===== src/vme_slave_pkg.sv =====
package vme_slave_pkg;

	// local processor control write addresses
	localparam logic [31:0] ENABLE_CTL_ADDR = 32'hFE384003;
	localparam logic [31:0] ENABLE_OFF_ADDR = 32'hFE384002;
	localparam logic [31:0] SLAVE_IF_CTL_ADDR = 32'hFE388000;
	localparam logic [31:0] PRIMARY_CTL_ADDR = 32'hFE38C000;
	localparam logic [31:0] EXTENDED_CTL_ADDR = 32'hFE3A0000;
	localparam logic [31:0] PRIMARY_MODE_ADDR = 32'hFE380003;

	// slave interface control sub-locations (low address bits)
	localparam logic [3:0] SIC_A32_SEL = 4'h0;
	localparam logic [3:0] SIC_A24_SEL = 4'h1;
	localparam logic [3:0] SIC_SUPV_ON = 4'h2;
	localparam logic [3:0] SIC_SUPV_OFF = 4'h3;
	localparam logic [3:0] SIC_BCAST_OFF = 4'h4;
	localparam logic [3:0] SIC_BCAST_ON = 4'h5;
	// base bit locations: offset 0x10 + 2*bit (+1 sets); bits 31..20
	localparam logic [7:0] BASE_LOC_START = 8'h10;
	localparam int BASE_LSB = 20;
	localparam int BASE_BITS = 12;

	// memory protect data codes
	localparam logic [7:0] PROTECT_OFF_CODE = 8'h05;
	localparam logic [7:0] PROTECT_ON_CODE = 8'h0D;

	// installed size codes 0..7 = 4..512 MB
	localparam logic [2:0] SIZE_RESET = 3'h0;
	localparam logic [BASE_BITS-1:0] BASE_RESET = 12'h000;
	localparam logic [31:0] REMOTE_RESET_BLOCK_OFS = 32'h0003FE00;

	// supervisory and user address modifiers
	localparam logic [5:0] AM_A32_SUP_DATA = 6'h0D;
	localparam logic [5:0] AM_A32_SUP_BLT = 6'h0F;
	localparam logic [5:0] AM_A32_SUP_MBLT = 6'h0C;
	localparam logic [5:0] AM_A32_USR_DATA = 6'h09;
	localparam logic [5:0] AM_A32_USR_BLT = 6'h0B;
	localparam logic [5:0] AM_A32_USR_MBLT = 6'h08;
	localparam logic [5:0] AM_A24_SUP_DATA = 6'h3D;
	localparam logic [5:0] AM_A24_SUP_BLT = 6'h3F;
	localparam logic [5:0] AM_A24_SUP_MBLT = 6'h3C;
	localparam logic [5:0] AM_A24_USR_DATA = 6'h39;
	localparam logic [5:0] AM_A24_USR_BLT = 6'h3B;
	localparam logic [5:0] AM_A24_USR_MBLT = 6'h38;

	typedef enum logic [4:0] {
		ST_IDLE = 5'b00001,
		ST_REQ = 5'b00010,
		ST_ACK = 5'b00100,
		ST_WAIT = 5'b01000,
		ST_RST = 5'b10000
	} slave_state_type;

	typedef struct packed {
		logic [31:0] addr;
		logic [5:0] am;
		logic [3:0] be;
		logic write;
	} vme_cycle_type;

	typedef struct packed {
		logic [31:0] addr;
		logic [63:0] wdata;
		logic [7:0] be;
		logic write;
	} ram_req_type;

endpackage : vme_slave_pkg


===== src/vme_slave_ram_port.sv =====
`timescale 1ns/1ps
// Function
// - decode A32 or A24, one at a time
// - complete D32, D16, D8 single transfers
// - accept MBLT and BLT, advancing address
// - window base programmable over 4 GB
// - window sizes 4 to 512 MB
// - window A32/A24, D32/D16, or disabled
// - enable location turns port on/off
// - disabled after reset; settings back to reset values
// - default: writes only from supervisor
// - reset: A32, base zero, broadcast off
// - supervisor write to reset block resets
// - remote reset only with strap installed
// - interface control: mode, supervisor, base
// - primary/extended: protect, upper base
// - arbitrate slave against other RAM users
// - byte writes select A24 / restore A32
// - supervisor decision from address modifier
// - 0D blocks writes, 05 re-allows
module vme_slave_ram_port
	import vme_slave_pkg::*;
(
	// clock and reset
	input wire logic i_sys_clk,
	input wire logic i_sys_rst,
	// board strap and installed size
	input wire logic i_remote_reset_strap,
	input wire logic [2:0] i_mem_size,
	// local cpu control writes
	input wire logic i_cpu_wr,
	input wire logic [31:0] i_cpu_addr,
	input wire logic [7:0] i_cpu_wdata,
	// vme slave side, AS and DS synchronised here
	input wire logic i_vme_as_n,
	input wire logic i_vme_ds_n,
	input wire logic i_vme_d16,
	input wire vme_cycle_type i_vme_cycle,
	input wire logic [63:0] i_vme_wdata,
	output logic o_vme_dtack_n,
	output logic [63:0] o_vme_rdata,
	// ram arbiter
	output ram_req_type o_ram_req,
	output logic o_ram_req_valid,
	input wire logic i_ram_grant,
	input wire logic i_ram_done,
	input wire logic [63:0] i_ram_rdata,
	// board reset request and status
	output logic o_board_reset,
	output logic o_slave_enabled,
	output logic o_bcast_en
);

	logic [2:0] as_sync_ff, ds_sync_ff;
	logic [2:0] nxt_as_sync, nxt_ds_sync;
	logic as_ff, ds_ff, nxt_as, nxt_ds;
	logic en_ff, a24_ff, supv_ff, prot_ff, bcast_ff, d16_ff;
	logic nxt_en, nxt_a24, nxt_supv, nxt_prot, nxt_bcast, nxt_d16;
	logic [BASE_BITS-1:0] base_ff, nxt_base;
	logic strap_ff, nxt_strap;
	slave_state_type state_ff, nxt_state;
	ram_req_type req_ff, nxt_req;
	logic req_valid_ff, nxt_req_valid;
	logic dtack_n_ff, nxt_dtack_n;
	logic [63:0] rdata_ff, nxt_rdata;
	logic rst_out_ff, nxt_rst_out;
	logic [31:0] beat_addr_ff, nxt_beat_addr;
	logic in_burst_ff, nxt_in_burst;

	logic [31:0] win_mask, rel_addr, eff_addr, rst_ofs;
	logic is_sup, is_a32_am, is_a24_am, is_mblt, is_blt;
	logic hit, wr_ok, is_rst_wr, sic_hit, ext_hit;
	logic [7:0] loc;

	// pin inputs: three stages, accept a change when stages 2 and 3 agree
	always_comb begin
		nxt_as_sync = {as_sync_ff[1:0], ~i_vme_as_n};
		nxt_ds_sync = {ds_sync_ff[1:0], ~i_vme_ds_n};
		nxt_as = (as_sync_ff[2] == as_sync_ff[1]) ? as_sync_ff[2] : as_ff;
		nxt_ds = (ds_sync_ff[2] == ds_sync_ff[1]) ? ds_sync_ff[2] : ds_ff;
	end

	always_ff @(posedge i_sys_clk) begin
		if (i_sys_rst) begin
			as_sync_ff <= 3'h0;
			ds_sync_ff <= 3'h0;
			as_ff <= 1'b0;
			ds_ff <= 1'b0;
		end else begin
			as_sync_ff <= nxt_as_sync;
			ds_sync_ff <= nxt_ds_sync;
			as_ff <= nxt_as;
			ds_ff <= nxt_ds;
		end
	end

	// control locations, written by the local processor
	always_comb begin
		loc = i_cpu_addr[7:0];
		sic_hit = i_cpu_addr[31:8] == SLAVE_IF_CTL_ADDR[31:8];
		ext_hit = i_cpu_addr[31:8] == EXTENDED_CTL_ADDR[31:8];
		nxt_en = en_ff;
		nxt_a24 = a24_ff;
		nxt_supv = supv_ff;
		nxt_prot = prot_ff;
		nxt_bcast = bcast_ff;
		nxt_d16 = d16_ff;
		// strap is sampled every cycle after release, never at reset
		nxt_strap = i_remote_reset_strap;
		if (i_cpu_wr) begin
			if (i_cpu_addr == ENABLE_CTL_ADDR)
				nxt_en = 1'b1;
			if (i_cpu_addr == ENABLE_OFF_ADDR)
				nxt_en = 1'b0;
			if (sic_hit && loc[3:0] == SIC_A24_SEL && loc[7:4] == 4'h0)
				nxt_a24 = 1'b1;
			if (sic_hit && loc[3:0] == SIC_A32_SEL && loc[7:4] == 4'h0)
				nxt_a24 = 1'b0;
			if (sic_hit && loc == {4'h0, SIC_SUPV_ON})
				nxt_supv = 1'b1;
			if (sic_hit && loc == {4'h0, SIC_SUPV_OFF})
				nxt_supv = 1'b0;
			if (sic_hit && loc == {4'h0, SIC_BCAST_ON})
				nxt_bcast = 1'b1;
			if (sic_hit && loc == {4'h0, SIC_BCAST_OFF})
				nxt_bcast = 1'b0;
			// primary control picks window data width
			if (i_cpu_addr[31:8] == PRIMARY_CTL_ADDR[31:8])
				nxt_d16 = loc[0];
			if (i_cpu_addr == PRIMARY_MODE_ADDR && i_cpu_wdata == PROTECT_ON_CODE)
				nxt_prot = 1'b1;
			if (i_cpu_addr == PRIMARY_MODE_ADDR && i_cpu_wdata == PROTECT_OFF_CODE)
				nxt_prot = 1'b0;
		end
	end

	// base bits: low half via interface ctl, upper via extended ctl
	genvar gb;
	generate
		for (gb = 0; gb < BASE_BITS; gb++) begin : g_base
			localparam logic [7:0] LOC_CLR = BASE_LOC_START + 8'(2 * gb);
			always_comb begin
				nxt_base[gb] = base_ff[gb];
				if (i_cpu_wr && (gb < 6 ? sic_hit : ext_hit) && loc[7:1] == LOC_CLR[7:1])
					nxt_base[gb] = loc[0];
			end
		end
	endgenerate

	always_ff @(posedge i_sys_clk) begin
		if (i_sys_rst) begin
			en_ff <= 1'b0;
			a24_ff <= 1'b0;
			base_ff <= BASE_RESET;
			bcast_ff <= 1'b0;
			supv_ff <= 1'b1;
			prot_ff <= 1'b0;
			d16_ff <= 1'b0;
			strap_ff <= 1'b0;
		end else begin
			en_ff <= nxt_en;
			a24_ff <= nxt_a24;
			supv_ff <= nxt_supv;
			prot_ff <= nxt_prot;
			bcast_ff <= nxt_bcast;
			d16_ff <= nxt_d16;
			base_ff <= nxt_base;
			strap_ff <= nxt_strap;
		end
	end

	// slave decode
	always_comb begin
		// window equals installed size, 4 MB << code
		win_mask = 32'(32'h003FFFFF << i_mem_size) | 32'h003FFFFF;
		is_a32_am = i_vme_cycle.am[5:4] == 2'h0;
		is_a24_am = i_vme_cycle.am[5:4] == 2'h3;
		is_sup = i_vme_cycle.am[2];
		is_mblt = i_vme_cycle.am[1:0] == 2'h0;
		is_blt = i_vme_cycle.am[1:0] == 2'h3;
		rel_addr = a24_ff ? {8'h00, i_vme_cycle.addr[23:0]} : i_vme_cycle.addr;
		hit = en_ff && (a24_ff ? is_a24_am : is_a32_am);
		if (a24_ff)
			hit = hit && ((rel_addr[23:20] & ~win_mask[23:20]) == (base_ff[3:0] & ~win_mask[23:20]));
		else
			hit = hit && ((rel_addr[31:20] & ~win_mask[31:20]) == (base_ff & ~win_mask[31:20]));
		// 16-bit window refuses 32-bit lanes and MBLT
		if (d16_ff && (&i_vme_cycle.be || is_mblt))
			hit = 1'b0;
		eff_addr = rel_addr & win_mask;
		wr_ok = !prot_ff && (!supv_ff || is_sup);
		rst_ofs = (win_mask + 32'h1) - 32'h200;
		is_rst_wr = strap_ff && is_sup && i_vme_cycle.write && eff_addr == rst_ofs;
	end

	// transfer engine
	always_comb begin
		nxt_state = state_ff;
		nxt_req = req_ff;
		nxt_req_valid = 1'b0;
		nxt_dtack_n = dtack_n_ff;
		nxt_rdata = rdata_ff;
		nxt_rst_out = 1'b0;
		nxt_beat_addr = beat_addr_ff;
		nxt_in_burst = in_burst_ff;
		case (state_ff)
			ST_IDLE: begin
				nxt_dtack_n = 1'b1;
				if (!as_ff)
					nxt_in_burst = 1'b0;
				if (as_ff && ds_ff && hit) begin
					if (i_vme_cycle.write && !wr_ok) begin
						nxt_state = ST_WAIT;
					end else if (is_rst_wr) begin
						nxt_state = ST_RST;
					end else begin
						nxt_beat_addr = in_burst_ff ? beat_addr_ff : eff_addr;
						nxt_req.addr = in_burst_ff ? beat_addr_ff : eff_addr;
						// byte lanes give D8, D16 or D32
						nxt_req.be = is_mblt ? 8'hFF : {4'h0, i_vme_cycle.be};
						nxt_req.wdata = i_vme_wdata;
						nxt_req.write = i_vme_cycle.write;
						nxt_req_valid = 1'b1;
						nxt_state = ST_REQ;
					end
				end
			end
			ST_REQ: begin
				// hold request until arbiter grants
				// once granted it stays low, else the arbiter would serve a second access
				nxt_req_valid = req_valid_ff && !i_ram_grant;
				if (i_ram_done) begin
					nxt_rdata = i_ram_rdata;
					nxt_dtack_n = 1'b0;
					nxt_state = ST_ACK;
					if (is_mblt || is_blt) begin
						nxt_in_burst = 1'b1;
						nxt_beat_addr = beat_addr_ff + (is_mblt ? 32'h8 : 32'h4);
					end
				end
			end
			ST_ACK: begin
				if (!ds_ff) begin
					nxt_dtack_n = 1'b1;
					nxt_state = ST_IDLE;
				end
			end
			ST_WAIT: begin
				// blocked write: stay silent, bus timer ends the cycle
				if (!ds_ff)
					nxt_state = ST_IDLE;
			end
			ST_RST: begin
				nxt_rst_out = 1'b1;
			end
			default: begin
				nxt_state = ST_IDLE;
			end
		endcase
	end

	always_ff @(posedge i_sys_clk) begin
		if (i_sys_rst) begin
			state_ff <= ST_IDLE;
			req_ff <= '0;
			req_valid_ff <= 1'b0;
			dtack_n_ff <= 1'b1;
			rdata_ff <= 64'h0;
			rst_out_ff <= 1'b0;
			beat_addr_ff <= 32'h0;
			in_burst_ff <= 1'b0;
		end else begin
			state_ff <= nxt_state;
			req_ff <= nxt_req;
			req_valid_ff <= nxt_req_valid;
			dtack_n_ff <= nxt_dtack_n;
			rdata_ff <= nxt_rdata;
			rst_out_ff <= nxt_rst_out;
			beat_addr_ff <= nxt_beat_addr;
			in_burst_ff <= nxt_in_burst;
		end
	end

	assign o_vme_dtack_n = dtack_n_ff;
	assign o_vme_rdata = rdata_ff;
	assign o_ram_req = req_ff;
	assign o_ram_req_valid = req_valid_ff;
	assign o_board_reset = rst_out_ff;
	assign o_slave_enabled = en_ff;
	assign o_bcast_en = bcast_ff;

endmodule : vme_slave_ram_port


===== config.mk =====
export PLATFORM = sky130hd
export DESIGN_NAME = vme_slave_ram_port
export DESIGN_NICKNAME = d
export VERILOG_FILES = /design/src/vme_slave_pkg.sv /design/src/vme_slave_ram_port.sv
export SDC_FILE = /design/constraint.sdc
export NUM_CORES = 1
export LEC_CHECK = 0
export ABC_CLOCK_PERIOD_IN_PS = 7830
export BUFFER_PORTS_ARGS = -buffer_cell sky130_fd_sc_hd__buf_2
export CAP_MARGIN = 20
export CORE_ASPECT_RATIO = 1.4
export CORE_MARGIN = 2
export CORE_UTILIZATION = 30
export CTS_BUF_LIST = sky130_fd_sc_hd__clkbuf_8
export DETAILED_ROUTE_END_ITERATION = 12
export GPL_TIMING_DRIVEN = 0
export PLACE_DENSITY_LB_ADDON = 0.2
export SLEW_MARGIN = 20
export SYNTH_ARGS = -nofsm -noshare
export SYNTH_HDL_FRONTEND = slang
export SYNTH_SLANG_ARGS = --single-unit

===== constraint.sdc =====
create_clock -name i_sys_clk -period 7.83 [get_ports i_sys_clk]
set_clock_uncertainty 0.15 [all_clocks]
set_input_delay 0.783 -clock i_sys_clk [delete_from_list [all_inputs] [get_ports i_sys_clk]]
set_output_delay 0.783 -clock i_sys_clk [all_outputs]
set_load 0.05 [all_outputs]

==> flow_summary.ini <==
[status]
status = finished, final reports clean

[sta]
setup_tns_ns = 0
drv_slew = 0
setup_viol = 0
period_minus_slack_ns = 3.725
fmax_mhz = 268.5
tightest_slew_ns = 0.9647
min_period_over_period = 0.4757
relSlewSlack = 0.3545
hold_viol_final = 0
rsz0062_at_grt = false

[cts]
insertion_delay_ns = 0.57
clockBufferDepth = 3
cts-root-buf = clkbuf_8
post_cts_resized = 0
numCtsBuffers = 39
postCtsSetupBuffers = 0
clock-sinks = 232
cts-htree-levels = 2
cts_hold_buffers = 0
tritoncts = yes
clk_pin_slew_ns = 0.07

[floorplan]
initial_core_util = 0.3039
die_area_um2 = 35140
io_pins = 397
fp-row-count = 79
die-width_um = 159.0
core_area_um2 = 33210
die_h_um = 221.0

[logic_synthesis]
synthesis.area_um2 = 10090
yosys_most_used_dff = dfxtp_1
yosysWarnings = 0
syn_nets = 1505
avgSynthCellArea_um2 = 7.897
synth.distinct_cells = 65
ys_ff_latch = 232
async_reset_ff_frac = 0
yosysSeqAreaShare = 0.4602
synth_edf_count = 0
synthCells = 1278

[route]
drc = 0
via_count = 10820
dr.pass1.iters = 5
ant_nets = 0
drt-total-wl_um = 40100
avgViaCountPerCell = 4.964
dr.first_iter.drc_count = 680
wl_per_cell_um = 18.39

[global_route]
grt_pass1_vias = 10500
grt_first_pass_wirelength_um = 61100
grt_max_degree = 11
grt_use_total = 0.2207
grt_overflow = 0
antenna_found_initial = 6

[setup_path]
critPathSlowestCell = nor4_2
crit_top_cell = inv_1
cp_max_fo = 8
worstSetupStartpointType = primary input
crit_arrival_ns = 4.07
cp.required_ns = 8.17
slowest_delay_ns = 0.75
criticalPathCategory = primary input to flop
crit_chain = buf_2, inv_1, ha_1, inv_1, ha_1, inv_1, fa_1, nand3b_1, nor4_2, nand3_1, nor3_1, a31oi_1, a211oi_1
worstSetupEndpointType = flop

[place]
io_buffers = 392
place.gp.congestion = 0.9299
dp_hpwl_um = 30900
dp.cells = 2115

[power_and_ir_drop]
leakage_nw = 5.532
powerDensity_nw_per_um2 = 181.1
ir_worst_vdd_mv = 0.1109

[final_layout]
fin_cells = 2180
syn2layout_area_growth_pct = 32.53
layout_common_cells = 405 x buf_2, 343 x nand2_1, 232 x dfxtp_1
final_nets = 1938
layout-drive-gt1-share = 0.2868
final_common_cell = buf_2

[worst_hold_path]
worstHoldPathType = primary input to flop

[job]
drv_cap = 0
## final cells by class
cell class | count | area, um^2
antenna | 2 | 5.005
sequential | 232 | 4644
multi-input combinational | 932 | 4912
buffer | 99 | 485.5
inverter | 15 | 56.30
fill | 3617 | 19840
timing repair buffer | 392 | 1962
clock buffer | 45 | 619.3
clock inverter | 18 | 133.9
tap | 445 | 556.8
## state kept, by name, indices dropped and copies added, names as in the netlist, 3 cells and up
name	flops
as_sync_ff	3
base_ff	10
beat_addr_ff	32
ds_sync_ff	3
o_ram_req	102
o_vme_rdata	64
state_ff	5
## kinds of logic (layout without fill, tap and decap cells)
| group | after synthesis | count (layout) | synth area share |
|---|---|---|---|
| mux | 34 | 34 | 0.03447 |
| compound gates | 311 | 311 | 0.1878 |
| other cells | 0 | 2 | 0 |
| buf+inv | 114 | 569 | 0.05368 |
| flops | 232 | 232 | 0.4602 |
| simple gates | 572 | 572 | 0.2486 |
| xor+xnor | 11 | 11 | 0.009546 |
| fa+ha+maj | 4 | 4 | 0.005703 |
## worst paths after layout
kind / startpoint / to / slack (ns) / cells after the start
setup reg to reg: beat_addr_ff[2] / beat_addr_ff[30] / 4.58 / 9
hold / removal: i_vme_as_n / as_sync_ff[0] / 0.24 / 2
setup / recovery: i_vme_cycle[5] / beat_addr_ff[30] / 4.11 / 13
hold reg to reg: ds_sync_ff[0] / ds_sync_ff[1] / 0.28 / 1
## synthesized netlist by cell type, drive strengths merged (3+ instances only)
master	number	area, um^2
a211oi	32	240.2
a21oi	165	825.8
a311oi	6	52.55
a31o	3	26.28
a31oi	21	131.4
a32o	8	80.08
and2	3	18.77
and3	10	62.56
buf	42	271.5
clkbuf	57	214.0
dfxtp	232	4644
ha	3	37.54
inv	15	56.30
mux2	6	67.56
mux2i	28	280.3
nand2	343	1287
nand2b	6	37.54
nand3	37	190.2
nand3b	5	37.54
nand4	8	50.05
nand4b	3	26.28
nor2	86	322.8
nor2b	14	87.58
nor3	29	145.1
nor4	5	46.29
nor4b	4	35.03
o211a	3	30.03
o21a	4	31.28
o21ai	29	145.1
o22ai	3	18.77
o31ai	14	105.1
or3	7	48.80
xnor2	11	96.34
## per-stage QoR
stage	util	setup slack [ns]	hold WS, ns	area (um^2)	total power [W]
2_1_floorplan	-	4.239	0.2638	10090	0.001261
3_3_place_gp	0.3797	3.270	0.2698	12610	0.001354
3_5_place_dp	0.3799	3.637	0.2739	12620	0.001354
4_1_cts	0.4026	4.235	0.2129	13370	0.002454
5_1_grt	0.4027	4.000	0.2221	13380	0.002509
6_report	0.4027	4.105	0.2403	13380	0.002422
## worst max-delay path, delay by kind of cell
kind | cells | cell delay, ns
AOI/OAI and AO/OA | 2 | 0.34
and+or+nand+nor | 4 | 1.65
adders and majority gates | 3 | 0.96
buffers and inverters | 4 | 0.32
## per-layer routing
metal | GRT usage | vias up | share of wire
li1 | - | 5276 | -
met1 | 0.2538 | 5023 | 0.39
met2 | 0.3931 | 428 | 0.50
met3 | 0.04686 | 87 | 0.067
met4 | 0.09560 | 8 | 0.040
met5 | 0 | - | 0.0011
## power by group
part / internal [W] / switching, W
Combinational: 0.0000619 / 0.0000833
Clock: 0.000588 / 0.000507
Sequential: 0.00118 / 0.000000457
Total: 0.00183 / 0.000591
Power figures use the tool's default switching activity.
